File: config.mk
export PLATFORM = sky130hd
export DESIGN_NAME = ble_telegram_tx_sequencer
export DESIGN_NICKNAME = d
export VERILOG_FILES = /design/src/bltx_pkg.sv /design/src/ble_telegram_tx_sequencer.sv /design/src/bltx_crc.sv /design/src/bltx_slot.sv
export VERILOG_INCLUDE_DIRS = /design/src /design/src/src
export SDC_FILE = /design/constraint.sdc
export NUM_CORES = 1
export LEC_CHECK = 0
export CAP_MARGIN = 20
export CORE_MARGIN = 1.5
export CORE_UTILIZATION = 45
export DETAILED_ROUTE_END_ITERATION = 10
export DONT_BUFFER_PORTS = 1
export GPL_TIMING_DRIVEN = 0
export PLACE_DENSITY = 0.57
export SETUP_SLACK_MARGIN = 0.15
export SKIP_CTS_REPAIR_TIMING = 1
export SYNTH_ARGS = -nofsm -noshare
export SYNTH_HDL_FRONTEND = slang
export SYNTH_SLANG_ARGS = --single-unit
File: constraint.sdc
create_clock -name REF_CLK -period 3.6 [get_ports REF_CLK]
set_input_delay 0 -clock REF_CLK [delete_from_list [all_inputs] [get_ports REF_CLK]]
set_output_delay 0 -clock REF_CLK [all_outputs]
set_load 0.1 [all_outputs]
File: src/bltx_map.svh
// Offsets, field positions, reset values and timing counts of the telegram sequencer
`ifndef BLTX_MAP_SVH
`define BLTX_MAP_SVH
// Register word offsets
`define BLTX_OFF_CTRL 4'h0
`define BLTX_OFF_CHAN 4'h1
`define BLTX_OFF_ADDR_LO 4'h2
`define BLTX_OFF_ADDR_HI 4'h3
`define BLTX_OFF_PRAND 4'h4
`define BLTX_OFF_STATUS 4'h5
// Control field positions
`define BLTX_CTRL_MODE_LSB 0
`define BLTX_CTRL_SEQ_LSB 2
`define BLTX_CTRL_SHORT_BIT 4
`define BLTX_CTRL_PRIV_BIT 5
// Reset values
`define BLTX_CTRL_RST 32'h0000_0000
`define BLTX_CHAN_RST 21'h09d325
`define BLTX_PRAND_RST 24'h800001
`define BLTX_ADDR_LO_RST 32'h0000_0001
// Product type code, arbitrary neutral value
`define BLTX_TYPE_CODE 16'h5a5a
// Frame constants
`define BLTX_PREAMBLE 8'haa
`define BLTX_ACCESS_ADDR 32'h8e89bed6
`define BLTX_CRC_INIT 24'h555555
`define BLTX_CRC_POLY 24'h00065b
`define BLTX_MAX_PAYLOAD 6'd31
`define BLTX_NUM_ADV 8'd37
// Timing
`define BLTX_CLK_HZ 50000000
`define BLTX_GAP_LONG_MS 20
`define BLTX_GAP_SHORT_MS 10
`define BLTX_GAP_LONG_CYC (`BLTX_GAP_LONG_MS * (`BLTX_CLK_HZ / 1000))
`define BLTX_GAP_SHORT_CYC (`BLTX_GAP_SHORT_MS * (`BLTX_CLK_HZ / 1000))
`endif

File: src/bltx_pkg.sv
// Types of the telegram sequencer
package bltx_pkg;
    typedef enum logic [1:0] {BLTX_MODE_ADV, BLTX_MODE_DATA_USER, BLTX_MODE_ALL_USER, BLTX_MODE_RSVD} bltx_mode_t;
    typedef enum logic [1:0] {BLTX_SEQ_THREE, BLTX_SEQ_TWO, BLTX_SEQ_ONE, BLTX_SEQ_RSVD} bltx_seq_t;
    typedef struct packed {
        logic [7:0] data;
        logic first;
        logic last;
    } bltx_byte_t;
    typedef struct packed {
        logic [6:0] chan;
        logic [6:0] white;
    } bltx_chan_t;
endpackage

File: src/ble_telegram_tx_sequencer.sv
// Telegram repetition sequencer and frame serializer
// How it works
// RULE1: Three modes: all advertising, data user-defined, or all user-defined.
// RULE2: Mode and user sequence come from the sequence select register.
// RULE3: Three-channel: first, second, third selected channel back to back.
// RULE4: Three-channel group sent three times per telegram.
// RULE5: Group spacing 20 ms by default, 10 ms when short gap set.
// RULE6: Two-channel: first then second channel, pair sent four times.
// RULE7: One-channel: six sends on first selected channel.
// RULE8: Each frame starts with preamble byte 0xaa.
// RULE9: Access address 0x8e89bed6 follows the preamble.
// RULE10: Six-byte source address in each frame.
// RULE11: Static address by default; private when privacy flag is one. Code uses static address for commissioning even with flag set.
// RULE12: Static address constant; private address new per telegram.
// RULE13: Upper 16 address bits are a fixed type code, not writable.
// RULE14: Lower 32 address bits are software writable.
// RULE15: Static address readable and writable over the register bus.
// RULE16: Sends within a group follow back to back, no gap.
// RULE17: Whitening seed is channel index, or MHz offset for custom channels.
// RULE18: Frame ends with three-byte check over header, address, payload.
// RULE19: Field order preamble, access, header, address, payload, check.
// RULE20: Commissioning on advertising channels always uses default pattern.
`timescale 1ns/1ns
`include "bltx_map.svh"
module ble_telegram_tx_sequencer (
    // Clock and reset
    input wire logic REF_CLK,
    input wire logic NRST,
    // Avalon-MM slave
    input wire logic [3:0] AVS_ADDRESS,
    input wire logic AVS_READ,
    input wire logic AVS_WRITE,
    input wire logic [31:0] AVS_WRITEDATA,
    output logic [31:0] AVS_READDATA,
    output logic AVS_WAITREQUEST,
    // Telegram request
    input wire logic TG_START,
    input wire logic TG_COMMISSION,
    input wire logic [15:0] TG_HEADER,
    input wire logic [5:0] TG_LEN,
    output logic TG_BUSY,
    // Payload fetch
    output logic [4:0] PL_INDEX,
    input wire logic [7:0] PL_DATA,
    // Radio byte stream
    output bltx_pkg::bltx_byte_t RF_BYTE,
    output logic RF_VALID,
    input wire logic RF_READY,
    output bltx_pkg::bltx_chan_t RF_CHAN
);
    typedef enum logic [2:0] {ST_IDLE, ST_FRAME, ST_NEXT, ST_GAP} bltx_st_t;
    typedef enum logic [2:0] {F_PRE, F_ACC, F_HDR, F_ADDR, F_PL, F_CRC} bltx_fld_t;
    // Register state
    logic [31:0] ctrl_r, ctrl_nxt;
    logic [20:0] chan_r, chan_nxt;
    logic [31:0] addr_lo_r, addr_lo_nxt;
    logic [23:0] prand_r, prand_nxt;
    logic [31:0] rdata_r, rdata_nxt;
    logic wait_r, wait_nxt;
    // Sequencer state
    bltx_st_t st_r, st_nxt;
    bltx_fld_t fld_r, fld_nxt;
    logic [2:0] bidx_r, bidx_nxt;
    logic [4:0] pidx_r, pidx_nxt;
    logic [1:0] slot_r, slot_nxt;
    logic [2:0] rep_r, rep_nxt;
    logic [20:0] gap_r, gap_nxt;
    logic use_adv_r, use_adv_nxt;
    bltx_pkg::bltx_seq_t seq_r, seq_nxt;
    logic [47:0] src_r, src_nxt;
    logic [15:0] hdr_r, hdr_nxt;
    logic [5:0] len_r, len_nxt;
    bltx_pkg::bltx_byte_t byte_r, byte_nxt;
    logic valid_r, valid_nxt;
    bltx_pkg::bltx_chan_t chan_out_r, chan_out_nxt;
    logic busy_r, busy_nxt;
    // Helpers
    bltx_pkg::bltx_mode_t mode;
    bltx_pkg::bltx_chan_t slot_sel;
    logic [23:0] crc;
    logic crc_init, crc_en;
    logic [2:0] slots_in_group, groups;
    logic [7:0] cur_byte;
    logic last_byte;
    logic take;
    // A literal cannot be part-selected, so the access word lives here
    localparam logic [31:0] acc_word = `BLTX_ACCESS_ADDR;

    assign mode = bltx_pkg::bltx_mode_t'(ctrl_r[`BLTX_CTRL_MODE_LSB +: 2]);
    assign take = valid_r && RF_READY;

    bltx_slot u_slot (
        .slot(slot_r),
        .use_adv(use_adv_r),
        .user_chans(chan_r),
        .sel(slot_sel)
    );

    bltx_crc u_crc (
        .clk(REF_CLK),
        .nrst(NRST),
        .init(crc_init),
        .en(crc_en),
        .din(cur_byte),
        .crc(crc)
    );

    // Register bus: one wait cycle on every access
    always_comb begin
        ctrl_nxt = ctrl_r;
        chan_nxt = chan_r;
        addr_lo_nxt = addr_lo_r;
        rdata_nxt = rdata_r;
        wait_nxt = 1'b1;
        if ((AVS_READ || AVS_WRITE) && wait_r) begin
            wait_nxt = 1'b0;
            rdata_nxt = 32'h0000_0000;
            unique case (AVS_ADDRESS)
                // RULE2 sequence select register
                `BLTX_OFF_CTRL: rdata_nxt = {26'h0, ctrl_r[5:0]};
                `BLTX_OFF_CHAN: rdata_nxt = {11'h0, chan_r};
                // RULE15 address readback
                `BLTX_OFF_ADDR_LO: rdata_nxt = addr_lo_r;
                `BLTX_OFF_ADDR_HI: rdata_nxt = {16'h0, `BLTX_TYPE_CODE};
                `BLTX_OFF_PRAND: rdata_nxt = {8'h0, prand_r};
                `BLTX_OFF_STATUS: rdata_nxt = {27'h0, busy_r, rep_r, 1'b0};
                default: rdata_nxt = 32'h0000_0000;
            endcase
        end
        // Write lands only at the edge where waitrequest is seen low
        if (AVS_WRITE && !wait_r) begin
            unique case (AVS_ADDRESS)
                `BLTX_OFF_CTRL: ctrl_nxt = {26'h0, AVS_WRITEDATA[5:0]};
                `BLTX_OFF_CHAN: chan_nxt = AVS_WRITEDATA[20:0];
                // RULE14 writable low word
                `BLTX_OFF_ADDR_LO: addr_lo_nxt = AVS_WRITEDATA;
                // RULE13 type code write ignored
                default: ctrl_nxt = ctrl_r;
            endcase
        end
    end

    // Sequencing and serialising
    always_comb begin
        st_nxt = st_r;
        fld_nxt = fld_r;
        bidx_nxt = bidx_r;
        pidx_nxt = pidx_r;
        slot_nxt = slot_r;
        rep_nxt = rep_r;
        gap_nxt = gap_r;
        use_adv_nxt = use_adv_r;
        seq_nxt = seq_r;
        src_nxt = src_r;
        hdr_nxt = hdr_r;
        len_nxt = len_r;
        prand_nxt = prand_r;
        byte_nxt = byte_r;
        valid_nxt = valid_r;
        chan_out_nxt = chan_out_r;
        busy_nxt = busy_r;
        crc_init = 1'b0;
        crc_en = 1'b0;
        cur_byte = 8'h00;
        last_byte = 1'b0;
        // RULE19 field order
        unique case (fld_r)
            F_PRE: cur_byte = `BLTX_PREAMBLE;
            F_ACC: cur_byte = acc_word[8*bidx_r +: 8];
            F_HDR: cur_byte = hdr_r[8*bidx_r +: 8];
            F_ADDR: cur_byte = src_r[8*bidx_r +: 8];
            F_PL: cur_byte = PL_DATA;
            F_CRC: begin
                cur_byte = crc[8*bidx_r +: 8];
                last_byte = (bidx_r == 3'd2);
            end
            default: cur_byte = 8'h00;
        endcase
        slots_in_group = (seq_r == bltx_pkg::BLTX_SEQ_TWO) ? 3'd2 : (seq_r == bltx_pkg::BLTX_SEQ_ONE) ? 3'd1 : 3'd3;
        groups = (seq_r == bltx_pkg::BLTX_SEQ_TWO) ? 3'd4 : (seq_r == bltx_pkg::BLTX_SEQ_ONE) ? 3'd6 : 3'd3;
        unique case (st_r)
            ST_IDLE: begin
                if (TG_START) begin
                    busy_nxt = 1'b1;
                    // RULE1 mode decode
                    // RULE20 commissioning on advertising pattern
                    use_adv_nxt = (mode == bltx_pkg::BLTX_MODE_ADV) || (mode == bltx_pkg::BLTX_MODE_RSVD)
                        || (TG_COMMISSION && mode == bltx_pkg::BLTX_MODE_DATA_USER);
                    seq_nxt = use_adv_nxt ? bltx_pkg::BLTX_SEQ_THREE
                        : bltx_pkg::bltx_seq_t'(ctrl_r[`BLTX_CTRL_SEQ_LSB +: 2]);
                    // RULE11 address mode
                    // RULE12 fresh private address per telegram, commissioning stays static
                    if (ctrl_r[`BLTX_CTRL_PRIV_BIT] && !TG_COMMISSION) begin
                        prand_nxt = {prand_r[22:0], prand_r[23] ^ prand_r[22] ^ prand_r[21] ^ prand_r[16]};
                        src_nxt = {2'b10, prand_nxt[21:0], prand_nxt ^ addr_lo_r[23:0]};
                    end else begin
                        // RULE13 fixed type code on top
                        src_nxt = {`BLTX_TYPE_CODE, addr_lo_r};
                    end
                    hdr_nxt = TG_HEADER;
                    len_nxt = (TG_LEN > `BLTX_MAX_PAYLOAD) ? `BLTX_MAX_PAYLOAD : TG_LEN;
                    slot_nxt = 2'd0;
                    rep_nxt = 3'd0;
                    st_nxt = ST_FRAME;
                    fld_nxt = F_PRE;
                    bidx_nxt = 3'd0;
                    pidx_nxt = 5'd0;
                end
            end
            ST_FRAME: begin
                chan_out_nxt = slot_sel;
                if (!valid_r || take) begin
                    // RULE8 preamble first
                    byte_nxt = '{data: cur_byte, first: (fld_r == F_PRE), last: last_byte};
                    valid_nxt = 1'b1;
                    // RULE18 check covers header, address and payload
                    crc_init = (fld_r == F_PRE);
                    crc_en = (fld_r == F_HDR) || (fld_r == F_ADDR) || (fld_r == F_PL);
                    bidx_nxt = bidx_r + 3'd1;
                    unique case (fld_r)
                        F_PRE: begin
                            fld_nxt = F_ACC;
                            bidx_nxt = 3'd0;
                        end
                        // RULE9 access address after preamble
                        F_ACC: if (bidx_r == 3'd3) begin
                            fld_nxt = F_HDR;
                            bidx_nxt = 3'd0;
                        end
                        F_HDR: if (bidx_r == 3'd1) begin
                            fld_nxt = F_ADDR;
                            bidx_nxt = 3'd0;
                        end
                        // RULE10 six address bytes
                        F_ADDR: if (bidx_r == 3'd5) begin
                            fld_nxt = (len_r == 6'd0) ? F_CRC : F_PL;
                            bidx_nxt = 3'd0;
                        end
                        F_PL: begin
                            bidx_nxt = 3'd0;
                            pidx_nxt = pidx_r + 5'd1;
                            if (6'(pidx_r) + 6'd1 == len_r) begin
                                fld_nxt = F_CRC;
                            end
                        end
                        F_CRC: if (last_byte) begin
                            st_nxt = ST_NEXT;
                        end
                        default: fld_nxt = F_PRE;
                    endcase
                end
            end
            ST_NEXT: begin
                if (take) begin
                    valid_nxt = 1'b0;
                    fld_nxt = F_PRE;
                    bidx_nxt = 3'd0;
                    pidx_nxt = 5'd0;
                    // RULE16 next slot back to back
                    if (3'(slot_r) + 3'd1 < slots_in_group) begin
                        // RULE3 next selected channel
                        slot_nxt = slot_r + 2'd1;
                        st_nxt = ST_FRAME;
                    end else if (rep_r + 3'd1 < groups) begin
                        // RULE4 RULE6 RULE7 group repeat count
                        rep_nxt = rep_r + 3'd1;
                        slot_nxt = 2'd0;
                        // RULE5 group spacing
                        gap_nxt = ctrl_r[`BLTX_CTRL_SHORT_BIT] ? 21'(`BLTX_GAP_SHORT_CYC) : 21'(`BLTX_GAP_LONG_CYC);
                        st_nxt = ST_GAP;
                    end else begin
                        busy_nxt = 1'b0;
                        st_nxt = ST_IDLE;
                    end
                end
            end
            ST_GAP: begin
                gap_nxt = gap_r - 21'd1;
                if (gap_r <= 21'd1) begin
                    st_nxt = ST_FRAME;
                end
            end
            default: st_nxt = ST_IDLE;
        endcase
    end

    always_ff @(posedge REF_CLK) begin
        if (!NRST) begin
            ctrl_r <= `BLTX_CTRL_RST;
            chan_r <= `BLTX_CHAN_RST;
            addr_lo_r <= `BLTX_ADDR_LO_RST;
            prand_r <= `BLTX_PRAND_RST;
            rdata_r <= 32'h0000_0000;
            wait_r <= 1'b1;
            st_r <= ST_IDLE;
            fld_r <= F_PRE;
            bidx_r <= 3'd0;
            pidx_r <= 5'd0;
            slot_r <= 2'd0;
            rep_r <= 3'd0;
            gap_r <= 21'd0;
            use_adv_r <= 1'b1;
            seq_r <= bltx_pkg::BLTX_SEQ_THREE;
            src_r <= 48'h0;
            hdr_r <= 16'h0;
            len_r <= 6'd0;
            byte_r <= '0;
            valid_r <= 1'b0;
            chan_out_r <= '0;
            busy_r <= 1'b0;
        end else begin
            ctrl_r <= ctrl_nxt;
            chan_r <= chan_nxt;
            addr_lo_r <= addr_lo_nxt;
            prand_r <= prand_nxt;
            rdata_r <= rdata_nxt;
            wait_r <= wait_nxt;
            st_r <= st_nxt;
            fld_r <= fld_nxt;
            bidx_r <= bidx_nxt;
            pidx_r <= pidx_nxt;
            slot_r <= slot_nxt;
            rep_r <= rep_nxt;
            gap_r <= gap_nxt;
            use_adv_r <= use_adv_nxt;
            seq_r <= seq_nxt;
            src_r <= src_nxt;
            hdr_r <= hdr_nxt;
            len_r <= len_nxt;
            byte_r <= byte_nxt;
            valid_r <= valid_nxt;
            chan_out_r <= chan_out_nxt;
            busy_r <= busy_nxt;
        end
    end

    assign AVS_READDATA = rdata_r;
    assign AVS_WAITREQUEST = wait_r;
    assign TG_BUSY = busy_r;
    assign PL_INDEX = pidx_r;
    assign RF_BYTE = byte_r;
    assign RF_VALID = valid_r;
    assign RF_CHAN = chan_out_r;

    // RULE8 preamble value on first byte
    preamble_val_a: assert property (@(posedge REF_CLK) disable iff (!NRST)
        RF_VALID && RF_BYTE.first |-> RF_BYTE.data == 8'haa) else $error("bad preamble"); // RULE8
    // RULE9 access address low byte next
    access_first_a: assert property (@(posedge REF_CLK) disable iff (!NRST)
        take && RF_BYTE.first |=> RF_VALID && RF_BYTE.data == 8'hd6) else $error("bad access byte"); // RULE9
    // RULE13 type code readback fixed
    type_code_a: assert property (@(posedge REF_CLK) disable iff (!NRST)
        AVS_READ && !AVS_WAITREQUEST && AVS_ADDRESS == 4'h3 |-> AVS_READDATA == 32'h0000_5a5a)
        else $error("type code changed"); // RULE13
    // RULE16 no gap inside group
    group_tight_a: assert property (@(posedge REF_CLK) disable iff (!NRST)
        st_r == ST_NEXT && take && slot_r == 2'd0 && slots_in_group > 3'd1 |=> st_r == ST_FRAME)
        else $error("gap inside group"); // RULE16
    // RULE5 gap length loaded
    gap_load_a: assert property (@(posedge REF_CLK) disable iff (!NRST)
        $rose(st_r == ST_GAP) |-> gap_r == 21'd1000000 || gap_r == 21'd500000) else $error("bad gap"); // RULE5
    // RULE4 repeat bound
    rep_bound_a: assert property (@(posedge REF_CLK) disable iff (!NRST)
        rep_r < groups || st_r == ST_IDLE) else $error("too many groups"); // RULE4
    // RULE20 commissioning default pattern
    comm_adv_a: assert property (@(posedge REF_CLK) disable iff (!NRST)
        st_r == ST_IDLE && TG_START && TG_COMMISSION && mode == bltx_pkg::BLTX_MODE_DATA_USER |=> use_adv_r)
        else $error("commissioning not on adv"); // RULE20
    // RULE15 waitrequest drops in the same or the next cycle
    bus_answer_a: assert property (@(posedge REF_CLK) disable iff (!NRST)
        (AVS_READ || AVS_WRITE) |-> ##[0:1] !AVS_WAITREQUEST) else $error("bus hang"); // RULE15
    telegram_c: cover property (@(posedge REF_CLK) disable iff (!NRST) $fell(busy_r));
    gap_c: cover property (@(posedge REF_CLK) disable iff (!NRST) $rose(st_r == ST_GAP));
    one_chan_c: cover property (@(posedge REF_CLK) disable iff (!NRST) seq_r == bltx_pkg::BLTX_SEQ_ONE && rep_r == 3'd5);
endmodule

File: src/bltx_crc.sv
// Serial 24-bit frame check over one byte per cycle
`timescale 1ns/1ns
`include "bltx_map.svh"
module bltx_crc (
    // Clock and reset
    input wire logic clk,
    input wire logic nrst,
    // Byte feed
    input wire logic init,
    input wire logic en,
    input wire logic [7:0] din,
    // Result
    output logic [23:0] crc
);
    logic [23:0] crc_r;
    logic [23:0] crc_nxt;
    logic [23:0] c;
    always_comb begin
        c = crc_r;
        for (int i = 0; i < 8; i++) begin
            if (c[23] ^ din[i]) begin
                c = {c[22:0], 1'b0} ^ `BLTX_CRC_POLY;
            end else begin
                c = {c[22:0], 1'b0};
            end
        end
        crc_nxt = crc_r;
        if (init) begin
            crc_nxt = `BLTX_CRC_INIT;
        end else if (en) begin
            crc_nxt = c;
        end
    end
    always_ff @(posedge clk) begin
        if (!nrst) begin
            crc_r <= `BLTX_CRC_INIT;
        end else begin
            crc_r <= crc_nxt;
        end
    end
    assign crc = crc_r;
endmodule

File: src/bltx_slot.sv
// Picks the channel and whitening seed of one transmission slot
`timescale 1ns/1ns
`include "bltx_map.svh"
module bltx_slot (
    // Selection
    input wire logic [1:0] slot,
    input wire logic use_adv,
    input wire logic [20:0] user_chans,
    // Result
    output bltx_pkg::bltx_chan_t sel
);
    logic [6:0] ch;
    always_comb begin
        ch = 7'(`BLTX_NUM_ADV + 8'(slot));
        if (!use_adv) begin
            ch = user_chans[7*slot +: 7];
        end
        sel.chan = ch;
        // RULE17 whitening seed choice
        if (ch <= 7'd39) begin
            sel.white = ch;
        end else begin
            sel.white = 7'(2 * (ch - 7'd40) + 3);
        end
    end
endmodule

==> metrics.txt <==
starting density of the core 0.4589; MaxCap Viol Count 0; Placer Congestion 1.008; CP Max Fanout 9; 1st-iter DRT viols 1118; worst hold slack -63.31 ps; mean post-synth cell area approximately 7.9 µm²; depth of the CTS H-tree 1; Worst Setup End Kind register; Worst EP arrival 3810 ps; Clock transition at path regs 60 ps; main area contributors after synthesis dfxtp_1 41%, nand2_1 9.2%, a21oi_1 7.8%; setup ws final about 290 ps; antenna cells 0; initial antenna violation count 1; layout cells sized above 1 0.06213; top achievable clock speed 301.7 MHz; Mapped Cells 1737; Peak VDD IR around 400 µV; crit path buf inv count 1; Final period util 0.9208; layout net count 1940; design area 0.01603 mm²; Warnings, synthesis 0; Root Driver clkbuf_16; Final min period roughly 3300 ps; Post-Syn Area 0.01364 mm²; final clock skew ~15 ps; Synth Flop Type dfxtp_1; TritonRoute pass-1 iters 6; P per Cell Area around 630 mW/mm²; row count 63; RSZ-0062 raised after global routing true; CTS tree yes; fillers about 2900; wire length of the first global-routing pass around 74 mm; Area Overhead vs Synth 17.53%; slew at the pin closest to its max-slew limit 1165 ps; post-synthesis net count between 1500 and 2000; Cell variety after synth 85; worst hold path type primary input to register; Clock Tree Buf Depth 3; CP required a little over 4000 ps; Routed Antenna Nets 0; Final Hold Viols 15; GRT overflow 0; largest delay contributor family on the critical path simple AND/OR/NAND/NOR gates; vias in the first global route 12070; crit path kind register to register; Rel. slew slack 0.2220; die width 177.1 µm; core area 0.02972 mm²; IO Count 137; Die H about 180 µm; status complete, but fails checks; # clock sinks 278; Post-synth EDFFs 0; DP Area 0.01413 mm²; final setup fails 0; max incr delay on CP 560 ps; Post-synth ARST share 0; fin cells 2257; FF+latch count, synth 278; count leader, synth nand2_1; worst-skew pair later-pin latency approximately 590 ps; via count 13090; P_leak 5.649 nW; final core utilization 0.5393; CP max-delay cell or4_4; Final Max Slew Viols 0; cts bufs inserted 31; Seq/Total Area, Yosys 0.4081; share of the synthesized area in the top cell type 0.4081; largest net degree at the start of global routing 17; Vias/cell between 5 and 6; Total Wirelength around 50 mm; WL per Instance between 20 and 25 µm; DP HPWL between 30 and 40 mm; critical path cell sequence and3b_1 > clkbuf_1 > nor2_4 > a211oi_1 > or4_4 > a311oi_4 > xnor2_1 > xnor3_1 > o21ai_0; Setup TNS Final 0 ps; Pwr Total 10.14 mW; Critical Path Source Type register; residual DRC count 0; Inst Count DP approximately 2100; die area 0.03136 mm²; IO Port Bufs 0; GRT Overall Usage 0.3102; area leader, netlist dfxtp_1; failing checks hold timing; commonest cells in the netlist 336 x nand2_1, 278 x dfxtp_1, 213 x a21oi_1; pre-CTS setup slack -112.3 ps
-- worst register-to-register path, delay by kind of cell, from the launching register on --
kind,cells,cell delay (ps)
AND/OR/NAND/NOR,3,1030
buffers and inverters,1,250
flip-flops,1,470
AO/OA/AOI/OAI,3,790
XOR/XNOR,2,690
-- cells in the final DEF (no fill, tap or decap), types with 6 or more instances in the layout --
cell type / netlist / final
nand3_1: 46 / 46
mux2i_1: 19 / 18
nand2_1: 336 / 336
ha_1: 22 / 22
xor2_1: 41 / 39
buf_1: 11 / 10
nor4_1: 10 / 10
o21ai_0: 61 / 60
dfxtp_1: 278 / 275
and2_1: 6 / 6
xnor3_1: 6 / 6
a31oi_1: 23 / 23
nor2b_1: 12 / 12
a22oi_1: 44 / 44
dlygate4sd3_1: 0 / 72
clkbuf_1: 95 / 94
a211oi_1: 35 / 34
nor2_1: 168 / 168
inv_1: 33 / 33
clkbuf_16: 0 / 31
a221oi_1: 7 / 7
clkbuf_8: 0 / 7
or3_1: 9 / 9
a21oi_1: 213 / 211
clkbuf_2: 0 / 8
buf_2: 13 / 14
and4b_1: 6 / 6
a211o_1: 7 / 7
nand2b_1: 19 / 19
nor3_1: 38 / 38
o22ai_1: 12 / 12
o211ai_1: 8 / 8
mux2_2: 7 / 7
nand4b_1: 7 / 7
xnor2_1: 32 / 29
-- cell type report --
type / count / area (µm²) / area share
Multi-Input combinational cell: 1302 / 7531 / 0.4699
Sequential cell: 278 / 5569 / 0.3475
Clock buffer: 44 / 894.6 / 0.05582
Timing Repair Buffer: 74 / 730.7 / 0.04559
Buffer: 122 / 501.7 / 0.03130
Tap cell: 390 / 488.0 / 0.03044
Clock inverter: 12 / 181.4 / 0.01132
Inverter: 35 / 131.4 / 0.008197
-- final timing paths --
path,from,end,slack (ps),cells after the start
max reg2reg,fld_r[1]$_SDFFE_PN0P_,u_crc.crc[8]$_SDFFE_PP1P_,290,9
min reg2reg,u_crc.crc[15]$_SDFFE_PP0P_,u_crc.crc[23]$_SDFFE_PP0P_,450,2
max,fld_r[1]$_SDFFE_PN0P_,u_crc.crc[8]$_SDFFE_PP1P_,290,9
min,TG_START,TG_BUSY$_SDFFE_PN0P_,-60,5
-- per-layer routing --
layer / share of wire / global-route usage / wire, µm / up-vias
met4: 0.037 / 0.1024 / 1855 / 0
li1: - / - / - / 6279
met1: 0.44 / 0.4148 / 22080 / 6225
met3: 0.067 / 0.05155 / 3383 / 91
met5: 0 / 0 / 0 / -
met2: 0.46 / 0.5063 / 22850 / 492
-- flip-flops by register name, summed over array words and instances (netlist names), 5 cells and up --
name	count
AVS_READDATA	32
addr_lo_r	32
RF_CHAN	14
src_r	48
hdr_r	16
gap_r	21
RF_BYTE	10
PL_INDEX	5
len_r	6
ctrl_r	6
u_crc.crc	24
prand_r	24
chan_r	21
-- cell families (layout without fill, tap and decap cells) --
logic type               after synthesis  after routing  share of synthesized area
buffers and inverters                157            287                    0.04551
AND/OR/NAND/NOR                      701            701                     0.2315
XOR/XNOR                              82             82                    0.06037
adder cells (fa/ha/maj)               23             23                    0.02165
AO/OA/AOI/OAI                        470            470                     0.2131
flip-flops                           278            278                     0.4081
multiplexers                          26             26                    0.01973
-- power by group --
group	internal (mW)	switching, mW	total (mW)
Sequential	3.41	0.917	4.33
Clock	2.01	1.33	3.34
Combinational	0.900	1.56	2.46
Total	6.32	3.81	10.1
Power figures use the tool's default switching activity.
